--- src/hdl/wct_pkg.sv ---
// Shared constants, codes and timer tables for the wake input and cyclic timer block
package wct_pkg;

    // System clock: 20 MHz, 50 ns period
    localparam int CLK_MHZ = 20;

    // Static filter times and the timer tick, in microseconds
    localparam int FILT_A_US = 16;
    localparam int FILT_B_US = 64;
    localparam int TICK_US = 100;
    localparam logic [10:0] FILT_A_CYC = 11'(FILT_A_US * CLK_MHZ);
    localparam logic [10:0] FILT_B_CYC = 11'(FILT_B_US * CLK_MHZ);
    localparam logic [10:0] TICK_CYC = 11'(TICK_US * CLK_MHZ);

    // On-times in microseconds, periods in milliseconds
    localparam int ON_T1_US = 100;
    localparam int ON_T2_US = 300;
    localparam int ON_T3_US = 1000;
    localparam int ON_T4_US = 10000;
    localparam int ON_T5_US = 20000;
    localparam int PER_T0_MS = 10;
    localparam int PER_T1_MS = 20;
    localparam int PER_T2_MS = 50;
    localparam int PER_T3_MS = 100;
    localparam int PER_T4_MS = 200;
    localparam int PER_T5_MS = 1000;
    localparam int PER_T6_MS = 2000;

    // Serial frame layout
    localparam int FRAME_BITS = 16;
    localparam int ADDR_BITS = 7;

    // Register addresses
    localparam logic [6:0] ADDR_WAKE_INT_CTRL = 7'h06;
    localparam logic [6:0] ADDR_WAKE_PULL = 7'h08;
    localparam logic [6:0] ADDR_WAKE_FILT = 7'h09;
    localparam logic [6:0] ADDR_TIMER_A = 7'h0c;

    // Writable bits per register; everything else is reserved
    localparam logic [7:0] MASK_WAKE_INT_CTRL = 8'h40;
    localparam logic [7:0] MASK_WAKE_PULL = 8'h3f;
    localparam logic [7:0] MASK_WAKE_FILT = 8'h3f;
    localparam logic [7:0] MASK_TIMER_A = 8'h77;

    // Reset values
    localparam logic [7:0] RST_WAKE_INT_CTRL = 8'h00;
    localparam logic [7:0] RST_WAKE_PULL = 8'h00;
    localparam logic [7:0] RST_WAKE_FILT = 8'h00;
    localparam logic [7:0] RST_TIMER_A = 8'h00;

    // Field positions
    localparam int FLD_W = 2;
    localparam int TMR_ON_LSB = 4;
    localparam int TMR_PER_LSB = 0;
    localparam int WAKE_EN_BIT = 6;

    // Pull codes
    localparam logic [1:0] PULL_NONE = 2'h0;
    localparam logic [1:0] PULL_DOWN = 2'h1;
    localparam logic [1:0] PULL_UP = 2'h2;
    localparam logic [1:0] PULL_AUTO = 2'h3;

    // Filter codes
    localparam logic [1:0] FLT_STATIC_A = 2'h0;
    localparam logic [1:0] FLT_STATIC_B = 2'h1;
    localparam logic [1:0] FLT_CYC_A = 2'h2;
    localparam logic [1:0] FLT_CYC_B = 2'h3;

    // On-time codes that stop the timer
    localparam logic [2:0] ON_OFF_LOW = 3'h0;
    localparam logic [2:0] ON_OFF_HIGH = 3'h6;

    // On-time in ticks; zero means the timer does not run
    function automatic logic [14:0] on_ticks(input logic [2:0] code);
        case (code)
            3'h1: on_ticks = 15'(ON_T1_US / TICK_US);
            3'h2: on_ticks = 15'(ON_T2_US / TICK_US);
            3'h3: on_ticks = 15'(ON_T3_US / TICK_US);
            3'h4: on_ticks = 15'(ON_T4_US / TICK_US);
            3'h5: on_ticks = 15'(ON_T5_US / TICK_US);
            default: on_ticks = 15'h0;
        endcase
    endfunction : on_ticks

    // Period in ticks; zero marks the reserved code
    function automatic logic [14:0] per_ticks(input logic [2:0] code);
        case (code)
            3'h0: per_ticks = 15'(PER_T0_MS * 1000 / TICK_US);
            3'h1: per_ticks = 15'(PER_T1_MS * 1000 / TICK_US);
            3'h2: per_ticks = 15'(PER_T2_MS * 1000 / TICK_US);
            3'h3: per_ticks = 15'(PER_T3_MS * 1000 / TICK_US);
            3'h4: per_ticks = 15'(PER_T4_MS * 1000 / TICK_US);
            3'h5: per_ticks = 15'(PER_T5_MS * 1000 / TICK_US);
            3'h6: per_ticks = 15'(PER_T6_MS * 1000 / TICK_US);
            default: per_ticks = 15'h0;
        endcase
    endfunction : per_ticks

endpackage : wct_pkg

--- src/hdl/wct_spi_port.sv ---
// Serial configuration port: 16-bit frames, address, write flag, data
`timescale 1ns/100ps
`default_nettype none
module wct_spi_port
    import wct_pkg::*;
(
    // Clock and reset
    input wire logic clk,
    input wire logic rst_n,
    // Serial pins
    input wire logic spi_sclk,
    input wire logic spi_cs_n,
    input wire logic spi_mosi,
    output logic spi_miso,
    output logic spi_miso_oe_n,
    // Register side
    output logic [wct_pkg::ADDR_BITS-1:0] reg_addr,
    output logic [7:0] reg_wdata,
    output logic reg_wr,
    input wire logic [7:0] reg_rdata
);
    import wct_pkg::*;

    typedef struct packed {
        logic [2:0] sclk_s;
        logic [2:0] cs_s;
        logic [2:0] mosi_s;
        logic sclk_f;
        logic cs_n_f;
        logic mosi_f;
        logic [4:0] cnt;
        logic [15:0] rx;
        logic [7:0] tx;
        logic miso;
        logic wr;
    } wct_spi_state_t;

    wct_spi_state_t st_q, st_d;

    // Pins pass three flops; a level is taken once the second and third agree
    always_comb begin
        st_d = st_q;
        st_d.wr = 1'b0;
        st_d.sclk_s = {st_q.sclk_s[1:0], spi_sclk};
        st_d.cs_s = {st_q.cs_s[1:0], spi_cs_n};
        st_d.mosi_s = {st_q.mosi_s[1:0], spi_mosi};
        if (st_q.sclk_s[1] == st_q.sclk_s[2]) begin
            st_d.sclk_f = st_q.sclk_s[2];
        end
        if (st_q.cs_s[1] == st_q.cs_s[2]) begin
            st_d.cs_n_f = st_q.cs_s[2];
        end
        if (st_q.mosi_s[1] == st_q.mosi_s[2]) begin
            st_d.mosi_f = st_q.mosi_s[2];
        end
        if (st_q.cs_n_f) begin
            // Idle: a full frame with the write flag set commits on deselect
            if (st_q.cnt == 5'(FRAME_BITS) && st_q.rx[8]) begin
                st_d.wr = 1'b1;
            end
            st_d.cnt = 5'h0;
            st_d.miso = 1'b0;
        end else if (st_d.sclk_f && !st_q.sclk_f) begin
            // Rising edge samples data in, MSB first
            st_d.rx = {st_q.rx[14:0], st_q.mosi_f};
            if (st_q.cnt != 5'(FRAME_BITS)) begin
                st_d.cnt = st_q.cnt + 5'h1;
            end
            // Read data is loaded on the edge that samples the write flag, once the address is in
            if (st_q.cnt == 5'(ADDR_BITS)) begin
                st_d.tx = reg_rdata;
            end
        end else if (!st_d.sclk_f && st_q.sclk_f) begin
            // Falling edge presents the next read bit
            if (st_q.cnt >= 5'(ADDR_BITS + 1) && st_q.cnt < 5'(FRAME_BITS)) begin
                st_d.miso = st_q.tx[7];
                st_d.tx = {st_q.tx[6:0], 1'b0};
            end
        end
    end

    always_ff @(posedge clk or negedge rst_n) begin
        if (!rst_n) begin
            st_q <= '{sclk_s: 3'h0, cs_s: 3'h7, mosi_s: 3'h0, cs_n_f: 1'b1, default: '0};
        end else begin
            st_q <= st_d;
        end
    end

    // The address is live during the frame so read data can be looked up;
    // the write strobe comes after the count is cleared, so it keeps the frame address
    assign reg_addr = (st_q.cnt == 5'(FRAME_BITS) || st_q.wr) ? st_q.rx[15:9] : st_q.rx[6:0];
    assign reg_wdata = st_q.rx[7:0];
    assign reg_wr = st_q.wr;
    assign spi_miso = st_q.miso;
    assign spi_miso_oe_n = st_q.cs_n_f;

endmodule : wct_spi_port
`default_nettype wire

--- src/hdl/wct_wake_timer.sv ---
// Wake input pull, filter and cyclic timer A logic with its register file
`timescale 1ns/100ps
`default_nettype none
module wct_wake_timer
    import wct_pkg::*;
(
    // Clock and reset
    input wire logic clk,
    input wire logic rst_n,
    // Serial configuration pins
    input wire logic spi_sclk,
    input wire logic spi_cs_n,
    input wire logic spi_mosi,
    output logic spi_miso,
    output logic spi_miso_oe_n,
    // Chip state
    input wire logic soft_reset,
    input wire logic chip_restart_state,
    input wire logic hs_switch_cleared,
    input wire logic hs_timer_a_assigned,
    input wire logic cyc_timer_b_on_end,
    // Wake pins
    input wire logic wake_input_one,
    input wire logic wake_input_two,
    input wire logic wake_input_three,
    // Pull resistor controls, one bit per wake input
    output logic [2:0] wake_pull_down_en,
    output logic [2:0] wake_pull_up_en,
    output logic [2:0] wake_pull_auto_en,
    // Filtered wake levels and change pulses
    output logic [2:0] wake_level,
    output logic [2:0] wake_change,
    // Timer A
    output logic high_side_switch_output,
    output logic cyc_timer_a_on_end,
    output logic cyc_timer_a_wake
);
    import wct_pkg::*;

    typedef struct packed {
        // Registers
        logic cyc_timer_a_wake_enable;
        logic [5:0] pull_sel;
        logic [5:0] filter_sel;
        logic [2:0] cyc_timer_a_on_time;
        logic [2:0] cyc_timer_a_period;
        // Restart edge detect
        logic restart_seen;
        // Timer A
        logic [10:0] tick_cnt;
        logic [14:0] per_cnt;
        logic running;
        logic hs_out;
        logic on_end;
        logic wake_pulse;
        // Wake input conditioning
        logic [2:0][2:0] in_s;
        logic [2:0] in_agreed;
        logic [2:0][10:0] flt_cnt;
        logic [2:0] flt_val;
        logic [2:0] level;
        logic [2:0] change;
    } wct_state_t;

    wct_state_t st_q, st_d;

    logic [6:0] reg_addr;
    logic [7:0] reg_wdata;
    logic reg_wr;
    logic [7:0] reg_rdata;
    logic [2:0] wake_pins;
    logic [14:0] on_len;
    logic [14:0] per_len;
    logic timer_go;
    logic tick;
    logic any_cyc;

    // Decode one pull code into {auto, up, down}
    function automatic logic [2:0] pull_decode(input logic [1:0] code);
        case (code)
            PULL_DOWN: pull_decode = 3'h1;
            PULL_UP: pull_decode = 3'h2;
            PULL_AUTO: pull_decode = 3'h4;
            default: pull_decode = 3'h0;
        endcase
    endfunction : pull_decode

    // Masked register write: reserved positions keep zero
    function automatic logic [7:0] masked(input logic [7:0] data, input logic [7:0] mask);
        masked = data & mask;
    endfunction : masked

    // Serial port front end
    wct_spi_port u_spi (
        .clk(clk),
        .rst_n(rst_n),
        .spi_sclk(spi_sclk),
        .spi_cs_n(spi_cs_n),
        .spi_mosi(spi_mosi),
        .spi_miso(spi_miso),
        .spi_miso_oe_n(spi_miso_oe_n),
        .reg_addr(reg_addr),
        .reg_wdata(reg_wdata),
        .reg_wr(reg_wr),
        .reg_rdata(reg_rdata)
    );

    assign wake_pins = {wake_input_three, wake_input_two, wake_input_one};

    // Read mux; unmapped addresses and reserved bits read zero
    always_comb begin
        if (reg_addr == ADDR_WAKE_INT_CTRL) begin
            reg_rdata = masked(8'(st_q.cyc_timer_a_wake_enable) << WAKE_EN_BIT, MASK_WAKE_INT_CTRL);
        end else if (reg_addr == ADDR_WAKE_PULL) begin
            reg_rdata = {2'h0, st_q.pull_sel};
        end else if (reg_addr == ADDR_WAKE_FILT) begin
            reg_rdata = {2'h0, st_q.filter_sel};
        end else if (reg_addr == ADDR_TIMER_A) begin
            reg_rdata = {1'b0, st_q.cyc_timer_a_on_time, 1'b0, st_q.cyc_timer_a_period};
        end else begin
            reg_rdata = 8'h00;
        end
    end

    // Timer A decode; reserved codes give zero length and so never run
    assign on_len = on_ticks(st_q.cyc_timer_a_on_time);
    assign per_len = per_ticks(st_q.cyc_timer_a_period);
    assign timer_go = hs_timer_a_assigned && (on_len != 15'h0) && (per_len != 15'h0);
    assign tick = (st_q.tick_cnt == TICK_CYC - 11'h1);

    // Any input in a cyclic mode, timer A or timer B sampling, counts as cyclic sense in use
    always_comb begin
        any_cyc = 1'b0;
        for (int i = 0; i < 3; i++) begin
            if (st_q.filter_sel[i*FLD_W +: FLD_W] == FLT_CYC_A || st_q.filter_sel[i*FLD_W +: FLD_W] == FLT_CYC_B) begin
                any_cyc = 1'b1;
            end
        end
    end

    // Next-state logic for registers, timer and wake filters
    always_comb begin
        logic [10:0] limit;
        logic [1:0] fcode;
        logic sample;
        limit = FILT_A_CYC;
        fcode = FLT_STATIC_A;
        sample = 1'b0;
        st_d = st_q;
        st_d.on_end = 1'b0;
        st_d.wake_pulse = 1'b0;
        st_d.change = 3'h0;
        st_d.restart_seen = chip_restart_state;

        // Register writes; reserved bits are masked off
        if (reg_wr) begin
            if (reg_addr == ADDR_WAKE_INT_CTRL) begin
                st_d.cyc_timer_a_wake_enable = reg_wdata[WAKE_EN_BIT];
            end else if (reg_addr == ADDR_WAKE_PULL) begin
                st_d.pull_sel = 6'(masked(reg_wdata, MASK_WAKE_PULL));
            end else if (reg_addr == ADDR_WAKE_FILT) begin
                st_d.filter_sel = 6'(masked(reg_wdata, MASK_WAKE_FILT));
            end else if (reg_addr == ADDR_TIMER_A) begin
                st_d.cyc_timer_a_on_time = reg_wdata[TMR_ON_LSB +: 3];
                st_d.cyc_timer_a_period = reg_wdata[TMR_PER_LSB +: 3];
            end
        end

        // Restart: pull and filter keep their six bits since only those exist
        if (chip_restart_state && !st_q.restart_seen) begin
            st_d.pull_sel = st_q.pull_sel;
            st_d.filter_sel = st_q.filter_sel;
        end

        // Switch clear in restart with cyclic sense wipes timer settings
        if (chip_restart_state && hs_switch_cleared && any_cyc) begin
            st_d.cyc_timer_a_on_time = ON_OFF_LOW;
            st_d.cyc_timer_a_period = 3'h0;
        end

        // Soft reset returns every register to its reset value
        if (soft_reset) begin
            st_d.cyc_timer_a_wake_enable = RST_WAKE_INT_CTRL[WAKE_EN_BIT];
            st_d.pull_sel = RST_WAKE_PULL[5:0];
            st_d.filter_sel = RST_WAKE_FILT[5:0];
            st_d.cyc_timer_a_on_time = RST_TIMER_A[TMR_ON_LSB +: 3];
            st_d.cyc_timer_a_period = RST_TIMER_A[TMR_PER_LSB +: 3];
        end

        // Timer A: starts from zero each time it becomes runnable
        st_d.running = timer_go;
        if (!timer_go || !st_q.running) begin
            st_d.tick_cnt = 11'h0;
            st_d.per_cnt = 15'h0;
        end else if (tick) begin
            st_d.tick_cnt = 11'h0;
            if (st_q.per_cnt == on_len - 15'h1) begin
                st_d.on_end = 1'b1;
            end
            if (st_q.per_cnt >= per_len - 15'h1) begin
                st_d.per_cnt = 15'h0;
                st_d.wake_pulse = st_q.cyc_timer_a_wake_enable;
            end else begin
                st_d.per_cnt = st_q.per_cnt + 15'h1;
            end
        end else begin
            st_d.tick_cnt = st_q.tick_cnt + 11'h1;
        end

        // Switch drive: high while on, held levels when stopped
        if (st_q.cyc_timer_a_on_time == ON_OFF_HIGH) begin
            st_d.hs_out = 1'b1;
        end else if (st_d.running) begin
            st_d.hs_out = (st_d.per_cnt < on_len);
        end else begin
            st_d.hs_out = 1'b0;
        end

        // Wake inputs: three flops, agreement of the last two, then filter
        for (int i = 0; i < 3; i++) begin
            st_d.in_s[i] = {st_q.in_s[i][1:0], wake_pins[i]};
            if (st_q.in_s[i][1] == st_q.in_s[i][2]) begin
                st_d.in_agreed[i] = st_q.in_s[i][2];
            end
            fcode = st_q.filter_sel[i*FLD_W +: FLD_W];
            limit = (fcode == FLT_STATIC_B) ? FILT_B_CYC : FILT_A_CYC;
            if (st_q.in_agreed[i] != st_q.flt_val[i]) begin
                if (st_q.flt_cnt[i] >= limit - 11'h1) begin
                    st_d.flt_val[i] = st_q.in_agreed[i];
                    st_d.flt_cnt[i] = 11'h0;
                end else begin
                    st_d.flt_cnt[i] = st_q.flt_cnt[i] + 11'h1;
                end
            end else begin
                st_d.flt_cnt[i] = 11'h0;
            end
            // Cyclic modes only look at the filtered level at the on-end point
            case (fcode)
                FLT_CYC_A: sample = st_q.on_end;
                FLT_CYC_B: sample = cyc_timer_b_on_end;
                default: sample = 1'b1;
            endcase
            if (sample) begin
                st_d.level[i] = st_q.flt_val[i];
            end
            st_d.change[i] = (st_d.level[i] != st_q.level[i]);
        end
    end

    // State register; async reset clears all configuration
    always_ff @(posedge clk or negedge rst_n) begin
        if (!rst_n) begin
            st_q <= '0;
        end else begin
            st_q <= st_d;
        end
    end

    // Pull controls decoded per input
    always_comb begin
        logic [2:0] dec;
        dec = 3'h0;
        for (int i = 0; i < 3; i++) begin
            dec = pull_decode(st_q.pull_sel[i*FLD_W +: FLD_W]);
            wake_pull_down_en[i] = dec[0];
            wake_pull_up_en[i] = dec[1];
            wake_pull_auto_en[i] = dec[2];
        end
    end

    // Registered outputs
    assign wake_level = st_q.level;
    assign wake_change = st_q.change;
    assign high_side_switch_output = st_q.hs_out;
    assign cyc_timer_a_on_end = st_q.on_end;
    assign cyc_timer_a_wake = st_q.wake_pulse;

endmodule : wct_wake_timer
`default_nettype wire

--- config.mk ---
export PLATFORM = sky130hd
export DESIGN_NAME = wct_wake_timer
export DESIGN_NICKNAME = d
export VERILOG_FILES = /design/src/hdl/wct_pkg.sv /design/src/hdl/wct_spi_port.sv /design/src/hdl/wct_wake_timer.sv
export SDC_FILE = /design/constraint.sdc
export NUM_CORES = 1
export LEC_CHECK = 0
export BUFFER_PORTS_ARGS = -buffer_cell sky130_fd_sc_hd__buf_4
export CORE_ASPECT_RATIO = 0.6
export CORE_MARGIN = 4
export CORE_UTILIZATION = 40
export DETAILED_ROUTE_END_ITERATION = 6
export SYNTH_ARGS = -nofsm -noshare
export SYNTH_HDL_FRONTEND = slang
export SYNTH_HIERARCHICAL = 1
export SYNTH_SLANG_ARGS = --single-unit
--- constraint.sdc ---
create_clock -name clk -period 4.68 [get_ports clk]
set_input_delay 0 -clock clk [delete_from_list [all_inputs] [get_ports clk]]
set_output_delay 0 -clock clk [all_outputs]
set_load 0.01 [all_outputs]
==> results of run 1 <==
## worst max-delay path by stage
stage / start / endpoint / slack, ns / cells past startpoint
floorplan: st_q[87] / high_side_switch_output / 0.36 / 23
global placement: st_q[86] / high_side_switch_output / 0.46 / 21
detailed placement: st_q[86] / high_side_switch_output / 0.38 / 21
CTS: st_q[86] / high_side_switch_output / 0.37 / 21
global route: st_q[86] / high_side_switch_output / 0.01 / 21
finish: st_q[86] / high_side_switch_output / 0.32 / 21
## power groups by stage
stage / Combinational [mW] / Clock [mW] / Sequential [mW]
after floorplan: 0.266 / 0 / 1.42
after global placement: 0.309 / 0 / 1.47
after detailed placement: 0.311 / 0 / 1.47
after CTS: 0.321 / 1.55 / 1.45
after global routing: 0.351 / 1.61 / 1.47
final: 0.317 / 1.50 / 1.46
## layout make-up
type | count | area, um^2
Fill cell | 1814 | 10200
Clock buffer | 20 | 447
Multi-Input combinational cell | 571 | 4050
Sequential cell | 147 | 3680
Inverter | 25 | 93.8
Clock inverter | 12 | 203
Timing Repair Buffer | 49 | 399
Tap cell | 266 | 333
## state kept, by name, summed over array words and instances (netlist names), 3 cells and up
name and cells:
st_d 6, st_q 89, u_spi/reg_wdata 8, u_spi/st_d 6
u_spi/st_q 26, wake_change 3, wake_level 3
## stage by stage
| step | power [mW] | cells | setup WS [ns] |
|---|---|---|---|
| after floorplan | 1.68 | 786 | 0.363 |
| after global placement | 1.78 | 1047 | 0.458 |
| after detailed placement | 1.79 | 1047 | 0.380 |
| after CTS | 3.32 | 1090 | 0.370 |
| after global routing | 3.43 | 1090 | 0.0122 |
| final | 3.27 | 1090 | 0.319 |
## worst max-delay path: cells and delay by family, from the launching register on
family / cells / cell delay (ns)
buffers and inverters: 1 / 0.17
AOI/OAI and AO/OA: 9 / 1.77
and+or+nand+nor: 8 / 0.84
adders and majority gates: 3 / 0.95
DFF: 1 / 0.52
## metal layers
layer	vias up	wire, um
li1	2777	-
met1	2652	9470
met2	110	6110
met3	11	761
met4	0	120
met5	-	0
## cell usage in the layout, fill, tap and decap left out, types with 12 or more instances in the layout
master       n
mux2i_1     24
inv_1       25
nor2_1      98
nand4_1     12
nand2_1     59
xnor2_1     25
nand2b_1    19
mux2_2      35
o21ai_0     26
dfrtp_1    143
and2_1      12
a21oi_1     26
buf_4       37
nor3_1      16
xor2_1      35
ha_1        46
nand3_1     23
nor2b_1     12
clkbuf_16   17
==> flow_summary.json, run 1 <==
{
  "status": "finished, final reports clean",
  "die_h_um": 118,
  "cpMostUsedCell": "ha_1",
  "path_class": "flip-flop to flip-flop",
  "worstSetupStartpointType": "flip-flop",
  "cts_max_level": 4,
  "cts_buffers": 17,
  "setup_viol": 0,
  "via_per_inst": 5.09,
  "drt-total-wl_um": 16500,
  "seqPwrFrac_pct": 44.5,
  "fmax_mhz": 229,
  "reg2reg_from": "st_q[86]",
  "period_share_pct": 93.2,
  "critPathMaxFanout": 11,
  "clk_path_buf_depth": 2,
  "grt_max_degree": 92,
  "layout-drive-gt1-share_pct": 15.0,
  "clkTransAtPathRegs_ns": 0.06,
  "ir_worst_vdd_v": 0.000225,
  "whs_ns": 0.151,
  "num_vias": 5550,
  "syn_inst": 786,
  "grt_usage_pct": 15.3,
  "ctsRootBufferMaster": "clkbuf_16",
  "clock_latency_ns": 0.42,
  "die_area_um2": 22600,
  "setup_tns_ns": 0,
  "clock-sinks": 147,
  "design_area_um2": 9210,
  "design.core.area_um2": 19400,
  "fin_skew_ns": 0.00911,
  "cts_resized": 0,
  "grt_pass1_vias": 5295,
  "detail_route.first_pass.iterations": 5,
  "critPathRequiredTime_ns": 4.98,
  "arrival_ns": 4.66,
  "switching_share_pct": 24.6,
  "min_path_type": "primary input to flip-flop",
  "antenna_found_initial": 0,
  "detail-route-antenna-nets": 0,
  "grtUsageMet3_pct": 3.14,
  "hp-start": "hs_switch_cleared",
  "min_period_ns": 4.36,
  "avgSynthCellArea_um2": 10.3,
  "reg2regPathDepth": 21,
  "slowest_delay_ns": 0.52,
  "wl_per_cell_um": 15.1,
  "ys_warn_count": 6,
  "nets": 870,
  "placed_area_um2": 8450,
  "slew_headroom_pct": 41.0,
  "portBuffers": 32,
  "fp-row-count": 39,
  "p_switching_mw": 0.804,
  "io_pins": 33,
  "holdPathEnd": "st_q[90]",
  "synthesis.area_um2": 8070,
  "drc": 0,
  "drv_cap": 0,
  "fin_util_pct": 47.4,
  "start_util_pct": 41.6,
  "grt.met1_usage_pct": 25.6,
  "cts_tree": "done",
  "postCtsSetupBuffers": 0,
  "n_antenna_cell": 0,
  "p_int_mw": 2.47,
  "overflow": 0,
  "hpwl_um": 11600,
  "worst_slew_pin_slew_ns": 0.885,
  "p_leak_nw": 4.23,
  "grtUsageMet2_pct": 19.2,
  "pwr-share-clk_pct": 45.8,
  "crit_path_top_delay_cell": "dfrtp_1",
  "final-hold-violation-count": 0,
  "drv_slew": 0,
  "combPwrFrac_pct": 9.7,
  "rsz0062_at_grt": "no",
  "grt-busiest-layer": "met1",
  "r2r_end": "high_side_switch_output",
  "postCtsHoldBufs": 11,
  "hold_depth": 4,
  "grt_pass1_wl_um": 27900,
  "syn2layout_area_growth_pct": 14.0,
  "gp_congestion": 0.838,
  "die_x_um": 191,
  "drtIter0Drc": 458,
  "power.density_nw_per_um2": 356,
  "worstPathCellList": "inv_1, ha_1, nand2b_1, nand3_1, o21ai_0, a22o_1, ha_1, nand2_1, nor2_1, nand2_1, o21ai_0, a21o_1, nor2_1, ha_1, nand4b_1, nand2b_1, a21oi_1, a211o_1, a21oi_1, o221ai_1, a32o_1",
  "end_kind": "flip-flop",
  "reg2reg_slack_ns": 0.32,
  "synth_nets": 845
}
(Power assumes the default switching activity.)
==> run 2, diff against run 1 <==
==> constraint.sdc (replaced) <==
create_clock -name clk -period 5.2 [get_ports clk]
set_input_delay 0 -clock clk [delete_from_list [all_inputs] [get_ports clk]]
set_output_delay 0 -clock clk [all_outputs]
set_load 0.01 [all_outputs]
==> run 2 against run 1 <==
Die area did not move. First-iteration DRC count down 1.7%. Power fell by 10%. Largest power group unchanged. Highest routed layer unchanged.
==> flow_summary.json, run 2 (same netlist as run 1, synthesis figures left out) <==
{
  "drtIter0Drc": 450,
  "critPathRequiredTime_ns": 5.51,
  "end_kind": "flip-flop",
  "overflow": 0,
  "design_area_um2": 9190,
  "slew_headroom_pct": 43.8,
  "placed_area_um2": 8440,
  "fmax_mhz": 216,
  "pwr-share-clk_pct": 45.7,
  "worstSetupStartpointType": "flip-flop",
  "critPathMaxFanout": 13,
  "min_period_ns": 4.62,
  "fin_util_pct": 47.3,
  "via_per_inst": 5.08,
  "antenna_found_initial": 0,
  "gp_congestion": 0.809,
  "grt-busiest-layer": "met1",
  "rsz0062_at_grt": "no",
  "layout-drive-gt1-share_pct": 14.9,
  "drv_cap": 0,
  "clkTransAtPathRegs_ns": 0.06,
  "path_class": "flip-flop to flip-flop",
  "largest_reg_flops": 89,
  "ctsRootBufferMaster": "clkbuf_16",
  "fp-row-count": 39,
  "fin_skew_ns": 0.00599,
  "status": "finished, final reports clean",
  "final-hold-violation-count": 0,
  "design.core.area_um2": 19400,
  "setup_viol": 0,
  "die_area_um2": 22600,
  "cts_max_level": 4,
  "regArea_um2": 3680,
  "clock_latency_ns": 0.42,
  "num_vias": 5527,
  "switching_share_pct": 24.9,
  "detail-route-antenna-nets": 0,
  "n_antenna_cell": 0,
  "mostFrequentLayoutCells": "dfrtp_1, nor2_1, nand2_1",
  "grt_pass1_wl_um": 28200,
  "detail_route.first_pass.iterations": 6,
  "multi_input_area_um2": 4050,
  "min_path_type": "primary input to flip-flop",
  "whs_ns": 0.155,
  "setup_tns_ns": 0,
  "cts_resized": 0,
  "place_inst": 1046,
  "grt_pass1_vias": 5300,
  "p_switching_mw": 0.730,
  "worst_slew_pin_slew_ns": 0.843,
  "start_util_pct": 41.6,
  "wl_per_cell_um": 15.2,
  "final_common_cell": "dfrtp_1",
  "period_share_pct": 88.9,
  "power.density_nw_per_um2": 320,
  "hpwl_um": 11700,
  "drv_slew": 0,
  "final_cells": 1089,
  "arrival_ns": 4.93,
  "die_h_um": 118,
  "cts_buffers": 17,
  "io_pins": 33,
  "grtUsageMet3_pct": 3.35,
  "drc": 0,
  "nets": 869,
  "portBuffers": 32,
  "cts_tree": "done",
  "clock-sinks": 147,
  "combPwrFrac_pct": 9.8,
  "ir_worst_vdd_v": 0.000198,
  "p_leak_nw": 4.21,
  "grt_max_degree": 93,
  "die_x_um": 191,
  "drt-total-wl_um": 16500,
  "grtUsageMet2_pct": 18.9,
  "fillers": 1835,
  "regMostFlops": "st_q",
  "syn2layout_area_growth_pct": 13.8,
  "p_int_mw": 2.21,
  "seqPwrFrac_pct": 44.5,
  "grt.met1_usage_pct": 26.0,
  "clk_path_buf_depth": 2,
  "grt_usage_pct": 15.4
}
-- run 2: cell types whose count changed in the layout (fill, tap and decap cells not counted) --
cell	before	now
clkinv_4	2	3
inv_6	2	0
buf_4	37	36
clkbuf_8	1	0
clkinvlp_4	1	3
-- run 2: path summary, 6_finish.rpt --
check,from,endpoint,slack [ns],depth (start not counted)
max in group asynchronous,rst_n,st_q[65],3.75,3
max reg2reg,st_q[87],high_side_switch_output,0.58,21
min in group asynchronous,rst_n,st_q[27],0.20,2
max,st_q[87],high_side_switch_output,0.58,21
min,hs_switch_cleared,st_q[90],0.16,4
min reg2reg,st_d[52],st_d[53],0.35,0
-- run 2: worst max-delay path, stage by stage (launching register included) --
cell,delay [ns]
dfrtp_1,0.59
inv_1,0.24
ha_1,0.37
nand2b_1,0.18
nand3_1,0.09
o21ai_0,0.08
a22o_1,0.19
ha_1,0.26
nand2_1,0.07
nor2_1,0.10
nand2_1,0.05
o21ai_0,0.44
a21o_1,0.27
nor2_1,0.09
ha_1,0.32
nand4b_1,0.16
nand2b_1,0.11
a21oi_1,0.06
a211o_1,0.29
a21oi_1,0.12
o221ai_1,0.15
a32o_1,0.28
-- run 2: power groups by stage --
stage | Clock, mW | Sequential (mW) | Combinational, mW
floorplan | 0 | 1.28 | 0.239
global placement | 0 | 1.33 | 0.277
detailed placement | 0 | 1.33 | 0.281
CTS | 1.38 | 1.31 | 0.289
global route | 1.43 | 1.32 | 0.321
finish | 1.34 | 1.31 | 0.287
-- run 2: cell type report --
cell class	instances	area share [%]
clock inverter	13	2.27
inverter	25	1.02
timing repair buffer	48	4.26
sequential	147	40.1
clock buffer	19	4.71
tap	266	3.62
multi-input combinational	571	44.0
-- run 2: what timing repair did --
item                      4_1_cts  5_1_grt
setup buffers                   0        0
hold buffers                   11        0
hold endpoints to repair      112        0
-- run 2: per-layer routing --
layer / share of wire [%] / routed length (um) / vias to the layer above
met5: 0 / 0 / -
met4: 1.0 / 170 / 0
met3: 4.4 / 727 / 15
met2: 37 / 6070 / 114
met1: 58 / 9580 / 2636
li1: - / - / 2762
-- run 2: per-stage QoR --
stage / total power [mW] / worst slack, ns
after floorplan: 1.52 / 0.883
after global placement: 1.60 / 0.774
after detailed placement: 1.61 / 0.667
after CTS: 2.97 / 0.653
after global routing: 3.07 / 0.178
final: 2.94 / 0.579
